`src/wdg_pkg.sv`:
```
// constants, types and register map of the standard watchdog block
// assumes a 40 MHz clock and an apb master with 32-bit data
// Contract
// - on every supply-valid rise, classify the timing config pin over 381 us
// - select high: timeout 1600 ms when pin open, 200 ms when pulled up
// - select low: watchdog off, kick input ignored, any config
// - after select re-enables, ignore kick changes for 150 us
// - only a kick falling edge services the timer
// - kicks faster than the timeout keep fault released, else pull it low
// - enable low: watchdog off and kick ignored; high resumes monitoring
// - enable low pulls the mirror low within 200 ns
// - enable low releases the fault output to high impedance
// - enable high with supply valid: release both outputs after 200 ms
// - short enable low gives one reset cycle; held low keeps it off
// - enable input reads high when left open, via internal pull-up
// - fault output and mirror are active-low open-drain drivers
// - kick inactive and mirror held low until supply valid 300 us
// - supply between por and valid: ignore kick, drive mirror low
// - capacitor mode: timeout ms = 77.4 * nF + 55, select high
package wdg_pkg;
  // =====================================================================
  // timing
  localparam int CLK_KHZ       = 40000;
  localparam int EVAL_US       = 381;
  localparam int STARTUP_US    = 300;
  localparam int SETUP_US      = 150;
  localparam int MIRROR_NS     = 200;
  localparam int RST_DELAY_MS  = 200;
  localparam int TWD_OPEN_MS   = 1600;
  localparam int TWD_PULLUP_MS = 200;
  localparam int CAP_SLOPE_X10 = 774;
  localparam int CAP_BASE_MS   = 55;
  localparam int EVAL_CYC      = (EVAL_US * CLK_KHZ + 999) / 1000;
  localparam int STARTUP_CYC   = (STARTUP_US * CLK_KHZ + 999) / 1000;
  localparam int SETUP_CYC     = (SETUP_US * CLK_KHZ + 999) / 1000;
  localparam int MIRROR_CYC    = MIRROR_NS * CLK_KHZ / 1000000;
  localparam int RST_DELAY_CYC = RST_DELAY_MS * CLK_KHZ;
  localparam int TWD_OPEN_CYC  = TWD_OPEN_MS * CLK_KHZ;
  localparam int TWD_PULL_CYC  = TWD_PULLUP_MS * CLK_KHZ;
  localparam int CAP_SLOPE_CYC = CAP_SLOPE_X10 * CLK_KHZ / 10;
  localparam int CAP_BASE_CYC  = CAP_BASE_MS * CLK_KHZ;
  // =====================================================================
  // config pin classes
  localparam logic [1:0] CFG_OPEN   = 2'h0;
  localparam logic [1:0] CFG_PULLUP = 2'h1;
  // =====================================================================
  // register map
  localparam logic [7:0] OFF_STATUS  = 8'h00;
  localparam logic [7:0] OFF_CAP_NF  = 8'h04;
  localparam logic [7:0] OFF_TIMEOUT = 8'h08;
  localparam logic [9:0] CAP_NF_RST  = 10'h001;
  localparam int ST_STATE  = 0;
  localparam int ST_CFG    = 3;
  localparam int ST_FAULT  = 5;
  localparam int ST_MIRROR = 6;
  localparam int ST_SETUP  = 7;
  localparam int ST_PINS   = 8;
  // =====================================================================
  // input sampling vector
  localparam int IN_KICK   = 0;
  localparam int IN_EN     = 1;
  localparam int IN_SEL    = 2;
  localparam int IN_SUP    = 3;
  localparam int IN_CFG    = 4;
  localparam int IN_FPIN   = 6;
  localparam int IN_MPIN   = 7;
  localparam int IN_W      = 8;
  typedef enum logic [2:0] {
    S_OFF, S_EVAL, S_DISABLED, S_RESET, S_RUN, S_FAULT
  } state_e;
endpackage : wdg_pkg

```
`src/pin_sync.sv`:
```
// two-stage synchroniser for a bundle of pin levels
// assumes the levels are slow against the clock
`timescale 1ns/10ps
`default_nettype none
module pin_sync #(
  parameter int W = 1
) (
  input  wire logic         CLK_I,
  input  wire logic         RST_N_I,
  input  wire logic [W-1:0] d_i,
  output logic      [W-1:0] q_o
);
  logic [W-1:0] meta;
  // first stage feeds the second only
  always_ff @(posedge CLK_I) begin
    if (!RST_N_I) begin
      meta <= '0;
      q_o  <= '0;
    end else begin
      meta <= d_i;
      q_o  <= meta;
    end
  end
endmodule : pin_sync
`default_nettype wire

```
`src/standard_watchdog_with_enable.sv`:
```
// standard watchdog with enable input, mirror and apb status port
// assumes pads resolve open-drain wires and the enable pull-up
`timescale 1ns/10ps
`default_nettype none
module standard_watchdog_with_enable
  import wdg_pkg::*;
#(
  parameter logic [31:0] EVAL_CYCLES    = 32'(EVAL_CYC),
  parameter logic [31:0] STARTUP_CYCLES = 32'(STARTUP_CYC),
  parameter logic [31:0] SETUP_CYCLES   = 32'(SETUP_CYC),
  parameter logic [31:0] RST_CYCLES     = 32'(RST_DELAY_CYC),
  parameter logic [31:0] TWD_OPEN       = 32'(TWD_OPEN_CYC),
  parameter logic [31:0] TWD_PULLUP     = 32'(TWD_PULL_CYC),
  parameter logic [31:0] CAP_SLOPE      = 32'(CAP_SLOPE_CYC),
  parameter logic [31:0] CAP_BASE       = 32'(CAP_BASE_CYC)
) (
  input  wire logic        CLK_I,
  input  wire logic        RST_N_I,
  input  wire logic        PSEL_I,
  input  wire logic        PENABLE_I,
  input  wire logic        PWRITE_I,
  input  wire logic [7:0]  PADDR_I,
  input  wire logic [31:0] PWDATA_I,
  output logic      [31:0] PRDATA_O,
  output logic             PREADY_O,
  output logic             PSLVERR_O,
  input  wire logic        SUPPLY_VALID_I,
  input  wire logic        KICK_INPUT_I,
  input  wire logic        ENABLE_I,
  input  wire logic        TIMEOUT_ENABLE_SELECT_I,
  input  wire logic [1:0]  TIMING_CONFIG_PIN_I,
  input  wire logic        FAULT_OUTPUT_N_I,
  output logic             FAULT_OUTPUT_N_O,
  output logic             FAULT_OUTPUT_N_OE_O,
  input  wire logic        ENABLE_OUTPUT_MIRROR_I,
  output logic             ENABLE_OUTPUT_MIRROR_O,
  output logic             ENABLE_OUTPUT_MIRROR_OE_O
);
  // =====================================================================
  // state
  typedef struct packed {
    state_e      st;
    logic [31:0] cnt;
    logic [31:0] wd_cnt;
    logic [31:0] su_cnt;
    logic        su_busy;
    logic        sel_q;
    logic        kick_q;
    logic [1:0]  cfg;
    logic [9:0]  cap_nf;
    logic        fault_oe;
    logic        mirror_oe;
    logic        pready;
    logic        pslverr;
    logic [31:0] prdata;
  } state_s;

  localparam state_s RST_S = '{st: S_OFF, cap_nf: CAP_NF_RST, default: '0};

  state_s           s;
  state_s           next_s;
  logic [IN_W-1:0]  pins;
  logic             kick;
  logic             en;
  logic             sel;
  logic             sup;
  logic             kick_fall;
  logic [31:0]      tmo;
  logic             apb_acc;

  // =====================================================================
  // pin sampling
  pin_sync #(.W(IN_W)) u_sync (
    .CLK_I   (CLK_I),
    .RST_N_I (RST_N_I),
    .d_i     ({ENABLE_OUTPUT_MIRROR_I, FAULT_OUTPUT_N_I,
               TIMING_CONFIG_PIN_I, SUPPLY_VALID_I,
               TIMEOUT_ENABLE_SELECT_I, ENABLE_I, KICK_INPUT_I}),
    .q_o     (pins)
  );

  assign kick = pins[IN_KICK];
  // open enable pin reads high through the pad pull-up
  assign en   = pins[IN_EN];
  assign sel  = pins[IN_SEL];
  assign sup  = pins[IN_SUP];
  // falling edge only; rises and levels are not service events
  assign kick_fall = s.kick_q & ~kick;
  assign apb_acc   = PSEL_I & PENABLE_I;

  // =====================================================================
  // timeout selection
  always_comb begin
    if (s.cfg == CFG_OPEN) begin
      tmo = TWD_OPEN;
    end else if (s.cfg == CFG_PULLUP) begin
      tmo = TWD_PULLUP;
    end else begin
      // fits 32 bits up to the full 10-bit capacitance range
      tmo = CAP_SLOPE * s.cap_nf + CAP_BASE;
    end
  end

  function automatic logic [32:0] reg_read(input logic [7:0] a,
                                           input state_s  q,
                                           input logic [IN_W-1:0] p,
                                           input logic [31:0] t);
    logic [31:0] d;
    d = '0;
    case (a)
      OFF_STATUS: begin
        d[ST_STATE+:3] = q.st;
        d[ST_CFG+:2]   = q.cfg;
        d[ST_FAULT]    = q.fault_oe;
        d[ST_MIRROR]   = q.mirror_oe;
        d[ST_SETUP]    = q.su_busy;
        d[ST_PINS+:IN_W] = p;
        reg_read = {1'b0, d};
      end
      OFF_CAP_NF:  reg_read = {1'b0, 22'h0, q.cap_nf};
      OFF_TIMEOUT: reg_read = {1'b0, t};
      default:     reg_read = {1'b1, 32'h0};
    endcase
  endfunction : reg_read

  // =====================================================================
  // next state
  always_comb begin
    next_s        = s;
    next_s.kick_q = kick;
    next_s.sel_q  = sel;
    // apb: one wait state, read data captured from current state
    next_s.pready = 1'b0;
    if (apb_acc && !s.pready) begin
      next_s.pready = 1'b1;
      {next_s.pslverr, next_s.prdata} = reg_read(PADDR_I, s, pins, tmo);
      if (PADDR_I[1:0] != 2'h0) begin
        next_s.pslverr = 1'b1;
      end
    end
    if (apb_acc && s.pready && PWRITE_I && PADDR_I == OFF_CAP_NF) begin
      next_s.cap_nf = PWDATA_I[9:0];
    end

    if (!sup) begin
      // below valid supply: kick ignored, both pulled low
      next_s.st        = S_OFF;
      next_s.mirror_oe = 1'b1;
      next_s.fault_oe  = 1'b1;
      next_s.cnt       = '0;
    end else begin
      case (s.st)
        S_OFF: begin
          next_s.st  = S_EVAL;
          next_s.cnt = '0;
        end
        S_EVAL: begin
          // eval outlasts startup, so it also covers the 300 us hold
          next_s.cnt = s.cnt + 32'h1;
          next_s.cfg = pins[IN_CFG+:2];
          if (s.cnt >= EVAL_CYCLES - 32'h1 &&
              s.cnt >= STARTUP_CYCLES - 32'h1) begin
            next_s.cnt = '0;
            next_s.st  = en ? S_RESET : S_DISABLED;
            // entering disabled straight from eval must release the fault
            next_s.fault_oe = en;
          end
        end
        S_DISABLED: begin
          next_s.mirror_oe = 1'b1;
          next_s.fault_oe  = 1'b0;
          next_s.cnt       = '0;
          if (en) begin
            next_s.st       = S_RESET;
            next_s.fault_oe = 1'b1;
          end
        end
        S_RESET: begin
          next_s.mirror_oe = 1'b1;
          next_s.fault_oe  = 1'b1;
          next_s.cnt       = s.cnt + 32'h1;
          if (!en) begin
            next_s.st       = S_DISABLED;
            next_s.fault_oe = 1'b0;
          end else if (s.cnt >= RST_CYCLES - 32'h1) begin
            next_s.st        = S_RUN;
            next_s.mirror_oe = 1'b0;
            next_s.fault_oe  = 1'b0;
            next_s.wd_cnt    = '0;
            next_s.su_busy   = 1'b0;
          end
        end
        S_RUN: begin
          if (!en) begin
            next_s.st        = S_DISABLED;
            next_s.mirror_oe = 1'b1;
            next_s.fault_oe  = 1'b0;
          end else if (!sel) begin
            // watchdog off, kick ignored
            next_s.su_busy = 1'b0;
            next_s.wd_cnt  = '0;
          end else if (!s.sel_q || s.su_busy) begin
            // re-enable: kick changes ignored during setup
            next_s.su_busy = 1'b1;
            next_s.su_cnt  = s.su_busy ? s.su_cnt + 32'h1 : '0;
            if (s.su_busy && s.su_cnt >= SETUP_CYCLES - 32'h1) begin
              next_s.su_busy = 1'b0;
              next_s.wd_cnt  = '0;
            end
          end else if (kick_fall) begin
            next_s.wd_cnt = '0;
          end else if (s.wd_cnt >= tmo - 32'h1) begin
            next_s.st       = S_FAULT;
            next_s.fault_oe = 1'b1;
            next_s.cnt      = '0;
          end else begin
            next_s.wd_cnt = s.wd_cnt + 32'h1;
          end
        end
        S_FAULT: begin
          // fault held for one reset delay, or until select goes low, then monitoring restarts
          next_s.cnt = s.cnt + 32'h1;
          if (!en) begin
            next_s.st        = S_DISABLED;
            next_s.mirror_oe = 1'b1;
            next_s.fault_oe  = 1'b0;
          end else if (!sel || s.cnt >= RST_CYCLES - 32'h1) begin
            next_s.st       = S_RUN;
            next_s.fault_oe = 1'b0;
            next_s.wd_cnt   = '0;
          end
        end
        default: begin
          next_s.st = S_OFF;
        end
      endcase
    end
  end

  always_ff @(posedge CLK_I) begin
    if (!RST_N_I) begin
      s <= RST_S;
    end else begin
      s <= next_s;
    end
  end

  // =====================================================================
  // outputs: apb from registers; pins open drain, value always low, enable means pull down
  assign PRDATA_O                  = s.prdata;
  assign PREADY_O                  = s.pready;
  assign PSLVERR_O                 = s.pslverr;
  assign FAULT_OUTPUT_N_O          = 1'b0;
  assign FAULT_OUTPUT_N_OE_O       = s.fault_oe;
  assign ENABLE_OUTPUT_MIRROR_O    = 1'b0;
  assign ENABLE_OUTPUT_MIRROR_OE_O = s.mirror_oe;
endmodule : standard_watchdog_with_enable
`default_nettype wire

```
`config.mk`:
```
export PLATFORM = sky130hd
export DESIGN_NAME = standard_watchdog_with_enable
export DESIGN_NICKNAME = d
export VERILOG_FILES = /design/src/wdg_pkg.sv /design/src/pin_sync.sv /design/src/standard_watchdog_with_enable.sv
export SDC_FILE = /design/constraint.sdc
export NUM_CORES = 1
export LEC_CHECK = 0
export BUFFER_PORTS_ARGS = -buffer_cell sky130_fd_sc_hd__buf_4
export CAP_MARGIN = 0
export CORE_MARGIN = 1
export CORE_UTILIZATION = 60
export DETAILED_ROUTE_END_ITERATION = 8
export GPL_TIMING_DRIVEN = 0
export PLACE_DENSITY = 0.79
export REMOVE_ABC_BUFFERS = 1
export SKIP_LAST_GASP = 1
export SLEW_MARGIN = 20
export SYNTH_ARGS = -nofsm -noshare
export SYNTH_HDL_FRONTEND = slang
export SYNTH_HIERARCHICAL = 1
export SYNTH_SLANG_ARGS = --single-unit
```
`constraint.sdc`:
```
create_clock -name CLK_I -period 9.45 [get_ports CLK_I]
set_input_delay 1.89 -clock CLK_I [delete_from_list [all_inputs] [get_ports CLK_I]]
set_output_delay 1.89 -clock CLK_I [all_outputs]
set_load 0.1 [all_outputs]
```
==> results_dict.tcl, run 1 <==
set metrics [dict create \
    status "complete, no violations" \
    synth_area_um2 13200 \
    p_leak_nw 6.23 \
    dp_hpwl_mm 23.5 \
    final_cells 1877 \
    nets 1806 \
    skew_ns 0.0216 \
    gp_congestion 0.886 \
    path_buf_inv 4 \
    layout-drive-gt1-share_pct 12.9 \
    slew-limit-headroom_pct 43.7 \
    tightestPinTransition_ns 0.845 \
    ys.flop_type "dfxtp_1" \
    yosysWarningCount 6 \
    ir_drop_mv 0.0936 \
    p_per_area_nw_per_um2 103 \
    reg2reg_depth 32 \
    drv_slew 0 \
    drtAntennaViolNets 0 \
    fp.dieW_um 150 \
    placedCellCount 1838 \
    cp_slowest_stage_delay_ns 0.57 \
    synth_seq_area_share_pct 25.2 \
    holdPathStages 1 \
    drc 0 \
    yosys_register_bits 166 \
    top_usage_layer "met2" \
    critical_path.top_delay_family "adder cells" \
    path_max_fanout 12 \
    syn2layout_area_growth_pct 10.5 \
    fp.dieH_um 150 \
    avgSynthCellArea_um2 8.34 \
    fin_tns_setup_ns 0 \
    design_area_um2 14600 \
    synth_edf_count 0 \
    r2r_setup_slack_ns 0.41 \
    min_to "u_sync/q_o[3]$_SDFF_PN0_" \
    cts_tree "built" \
    r2r-end "s[100]$_SDFFE_PN0P_" \
    period_needed_ns 9.04 \
    dpl_cell_area_um2 13700 \
    routedWlPerCell_um 16.9 \
    finish.utilization_pct 68.4 \
    crit_path_end_kind "register" \
    fmax_ghz 0.111 \
    syn-instance-count 1579 \
    grt_use_total_pct 28.7 \
    synthArstFlopShare_pct 0 \
    setup_viol 0 \
    clk_pin_slew_ns 0.08 \
    path_class "register to register" \
    grt_pass1_wl_mm 52.0 \
    crit_top_cell "a21o_1" \
    initial_core_util_pct 61.9 \
    antenna_cells 0 \
    root_buffer "clkbuf_16" \
    use_met2_pct 47.0 \
    cts_buffer_depth 2 \
    insertion_delay_ns 0.44 \
    reg2reg_from "s[37]$_SDFFE_PN0P_" \
    globalRouteMet3Util_pct 4.42 \
    wl_mm 31.7 \
    via_per_inst 6.02 \
    coreArea_um2 21300 \
    dr.pass1.iters 5 \
    cts_buffers 17 \
    holdCritPathClass "register to register" \
    worstPathArrival_ns 9.38 \
    required_ns 9.80 \
    hold_viol 0 \
    port_buffers 66 \
    hold_start "u_sync/meta[3]$_SDFF_PN0_" \
    overflow 0 \
    h-tree-depth 4 \
    grt_max_degree 40 \
    synth.distinct_cells 87 \
    ios 91 \
    grt_pass1_vias 10681 \
    slowest_stage "dfxtp_1" \
    cts.sinks 166 \
    drtIter0Drc 705 \
    vias 11293 \
    fin_crit_sh_pct 95.6 \
    cp-start-kind "register" \
    antenna_found_initial 0 \
    die-area_um2 22500 \
    rows 53 \
    grt_use_met1_pct 39.6 \
    drv_cap 0 \
]
[layer usage]
metal  vias to the layer above  share of wire (%)
li1                       5568                  -
met1                      5343                 47
met2                       340                 46
met3                        42                5.1
met4                         0                1.6
met5                         -                  0
[state kept, by name, summed over array words and instances (netlist names)]
signal and flops:
PREADY_O 1, u_sync/meta 8, s 114, PRDATA_O 32, ENABLE_OUTPUT_MIRROR_OE_O 1, u_sync/q_o 8
FAULT_OUTPUT_N_OE_O 1, PSLVERR_O 1
[synth_stat cells, types with 6 or more instances]
cell type	number	share of area, %
a211oi_1	9	0.51
a21o_1	22	1.3
a21oi_1	115	4.4
a22oi_1	14	0.80
a31oi_1	8	0.38
and2_1	14	0.66
and2_2	13	0.74
and3_1	31	1.5
buf_2	7	0.27
buf_4	34	1.9
clkbuf_1	43	1.2
dfxtp_1	166	25
fa_1	60	9.1
ha_1	104	9.9
inv_1	121	3.4
mux2i_1	29	2.2
nand2_1	106	3.0
nand2b_1	18	0.86
nand3_1	37	1.4
nand4_1	22	1.0
nor2_1	184	5.2
nor2b_1	12	0.57
nor3_1	20	0.76
nor3b_1	6	0.34
nor4_1	16	0.76
o2111ai_1	12	0.80
o211ai_1	20	1.1
o21a_1	7	0.40
o21ai_0	48	1.8
o31ai_1	29	1.7
or2_2	8	0.38
or3_1	21	1.0
or4_1	24	1.4
xnor2_1	32	2.1
xor2_1	65	4.3
[logic make-up after synthesis]
family	synth area share, %
AOI/OAI and AO/OA	17.9
xor gates and xnor gates	6.75
adders and majority gates	19.0
buffers and inverters	7.19
DFF	25.2
muxes	2.32
other	0.0285
and+or+nand+nor	21.5
[report_power, final]
group          internal [mW]  total [mW]  switching, mW
registers              0.703       0.707        0.00416
clock network          0.385       0.734          0.349
logic                 0.0183      0.0537         0.0354
[metrics by stage]
stage | hold WS, ns | total power, mW | worst slack (ns)
after floorplan | 0.412 | 0.751 | -1.09
final | 0.434 | 1.49 | 0.412
after global routing | 0.445 | 1.53 | -0.0342
after CTS | 0.437 | 1.50 | 0.0777
after global placement | 0.413 | 0.773 | -3.66
after detailed placement | 0.419 | 0.777 | -0.382
[worst register-to-register path, delay by kind of cell (launching register included)]
| family | cells | cell delay, ns |
|---|---|---|
| flip-flops | 1 | 0.57 |
| adder cells (fa/ha/maj) | 7 | 3.12 |
| buffers and inverters | 4 | 0.51 |
| AO/OA/AOI/OAI | 15 | 2.95 |
| AND/OR/NAND/NOR | 6 | 1.82 |
[cell type report]
cell class / instances / area, um^2
clock buffers: 17 / 425
multi-input cells: 1202 / 9110
flip-flops and latches: 166 / 3340
repair buffers: 81 / 687
well taps: 275 / 344
clock inverters: 15 / 195
inverters: 121 / 454
fillers: 1722 / 6730
[worst max path at each step]
stage,start,end,slack [ns],depth (start not counted)
2_1_floorplan,s[40]$_SDFFE_PN0P_,s[117]$_SDFFE_PN0P_,-1.09,30
3_3_place_gp,s[42]$_SDFFE_PN0P_,s[121]$_SDFFE_PN0P_,-3.66,30
3_5_place_dp,s[42]$_SDFFE_PN0P_,s[129]$_SDFFE_PN0P_,-0.38,28
4_1_cts,s[43]$_SDFFE_PN0P_,s[93]$_SDFFE_PN0P_,0.08,31
5_1_grt,s[43]$_SDFFE_PN0P_,s[93]$_SDFFE_PN0P_,-0.03,34
6_report,s[37]$_SDFFE_PN0P_,s[100]$_SDFFE_PN0P_,0.41,32
[cells in the final DEF, fill, tap and decap left out, drive strengths merged, types with 5 or more instances in the layout]
cell and count:
a21oi 116, fa 60, a22oi 14, nor3 21, xor2 65, buf 81
o21ai 53, o22a 5, and3 31, or4 24, ha 104, nor4 18
a21o 23, a211oi 11, a21boi 7, nand2 106, nand4 22, or3 21
a31oi 8, o21a 7, nand3 38, nand2b 18, nor2 184, mux2i 29
or2 8, o31ai 30, xnor2 33, o2111ai 13, clkbuf 17, and4 5
o211ai 22, nor3b 6, and2 27, nor2b 12, a211o 6, clkinv 5
inv 129, dfxtp 166, a2111oi 5
[timing repair]
item | CTS | global route
resized for setup | 13 | 28
endpoints found under the setup margin | 38 | 60
hold buffers | 0 | 0
pin swaps | 3 | 4
setup buffers | 5 | 2
Power figures use the tool's default switching activity.
==> run 2, diff against run 1 <==
- CTS_BUF_LIST: not set -> sky130_fd_sc_hd__clkbuf_4 sky130_fd_sc_hd__clkbuf_8
- PLACE_DENSITY: 0.79 -> 0.8
==> run 2 against run 1 <==
- worst hold slack improved by 0.0067 ns
- setup slack got worse by 0.094 ns
- global-route usage fell by 0.90 points
- routed wire length fell by 3.7%
- design area down 1.8%
- power decreased by 14%
- largest power group is now sequential cells
- highest routed layer unchanged
==> results_dict.tcl, run 2 (synthesis results as in run 1) <==
set metrics [dict create \
    status "complete, no violations" \
    dr.pass1.iters 5 \
    h-tree-depth 4 \
    grt_pass1_vias 10465 \
    fmax_ghz 0.110 \
    skew_ns 0.0173 \
    final_common_cell "nor2_1" \
    slew-limit-headroom_pct 46.7 \
    antenna_cells 0 \
    hold_viol 0 \
    fin_crit_sh_pct 96.6 \
    intPower_mw 0.949 \
    setup_ws_ns 0.318 \
    port_buffers 66 \
    slowest_stage "fa_1" \
    cts_buffer_depth 2 \
    grt_use_total_pct 27.8 \
    grt_max_degree 40 \
    gp_congestion 0.882 \
    layout-drive-gt1-share_pct 12.6 \
    drtIter0Drc 702 \
    sw_frac_of_total_pct 26.1 \
    insertion_delay_ns 0.48 \
    power.share.combinational_pct 4.1 \
    ir_drop_mv 0.0777 \
    crit_top_cell "a21o_1" \
    hold_buffers 0 \
    holdCritPathClass "register to register" \
    cts.sinks 166 \
    worst_hold_slack_ns 0.441 \
    overflow 0 \
    wl_mm 30.5 \
    final_cell_mix "nor2_1, dfxtp_1, inv_1" \
    pwr-share-clk_pct 40.8 \
    initial_core_util_pct 61.9 \
    cts_buffers 17 \
    root_buffer "clkbuf_8" \
    routedWlPerCell_um 16.3 \
    vias 11233 \
    rows 53 \
    antenna_found_initial 0 \
    seqPwrFrac_pct 55.1 \
    p_per_area_nw_per_um2 89.8 \
    clk_pin_slew_ns 0.10 \
    placedCellCount 1837 \
    drc 0 \
    regMostFlops "s" \
    ios 91 \
    fp.dieW_um 150 \
    p_sw_mw 0.335 \
    cts_tree "built" \
    via_per_inst 5.99 \
    required_ns 9.85 \
    fin_tns_setup_ns 0 \
    fp.dieH_um 150 \
    fill_cells 1703 \
    regArea_um2 3340 \
    path_class "register to register" \
    cp-start-kind "register" \
    dp_hpwl_mm 23.4 \
    setup_viol 0 \
    syn2layout_area_growth_pct 8.54 \
    period_needed_ns 9.13 \
    multiInputGateArea_um2 9090 \
    largest_reg_flops 114 \
    crit_path_end_kind "register" \
    die-area_um2 22500 \
    cp_slowest_stage_delay_ns 0.56 \
    nets 1804 \
    worstPathArrival_ns 9.54 \
    path_max_fanout 30 \
    grt_pass1_wl_mm 50.3 \
    drtAntennaViolNets 0 \
    coreArea_um2 21300 \
    post-place-ws_ns -0.408 \
    p_leak_nw 6.13 \
    drv_cap 0 \
    drv_slew 0 \
    tightestPinTransition_ns 0.800 \
    final_cells 1875 \
]
## run 2: worst max-delay path, delay by kind of cell, from the launching register on
kind,cells,cell delay (ns)
fa+ha+maj,7,3.38
compound gates,15,3.15
simple gates,4,1.02
buf+inv,4,0.51
mux,2,0.49
flops,1,0.48
## run 2: layout make-up
type                    instances  share of cell area, %
repair buffers                 79                   4.65
inverters                     121                   3.18
well taps                     275                   2.41
flip-flops and latches        166                   23.3
clock buffers                  18                   1.73
multi-input cells            1202                   63.6
clock inverters                14                   1.08
## run 2: final timing paths
check,depth (start not counted),from,endpoint,slack (ns)
min,1,u_sync/meta[2]$_SDFF_PN0_,u_sync/q_o[2]$_SDFF_PN0_,0.44
min reg2reg,1,u_sync/meta[2]$_SDFF_PN0_,u_sync/q_o[2]$_SDFF_PN0_,0.44
max reg2reg,32,s[40]$_SDFFE_PN0P_,s[133]$_SDFFE_PN0P_,0.32
max,32,s[40]$_SDFFE_PN0P_,s[133]$_SDFFE_PN0P_,0.32
## run 2: through the flow
step                      utilization, %  area, um^2  total power [mW]
after floorplan                        -       12700             0.751
after global placement              63.5       13500             0.773
after detailed placement            64.4       13700             0.776
after CTS                           66.5       14200              1.29
after global routing                67.2       14300              1.32
final                               67.2       14300              1.28
## run 2: power by group through the flow
stage	logic [mW]	clock network (mW)	registers [mW]
global route	0.0569	0.559	0.708
CTS	0.0527	0.534	0.708
finish	0.0529	0.524	0.708
global placement	0.0493	0	0.724
detailed placement	0.0524	0	0.724
floorplan	0.0211	0	0.730
## run 2: per-layer routing
metal	GRT usage (%)	part of all wire, %	wire length [um]	vias to the layer above
met5	0	0	0	-
met4	7.47	1.6	480	0
met3	5.33	5.7	1740	40
met2	44.8	46	14100	332
met1	38.1	46	14200	5303
li1	-	-	-	5558
## run 2: timing repair
action,4_1_cts,5_1_grt
resized for setup,8,28
buffers inserted,3,3
pin swaps,3,3
endpoints found under the setup margin,53,65
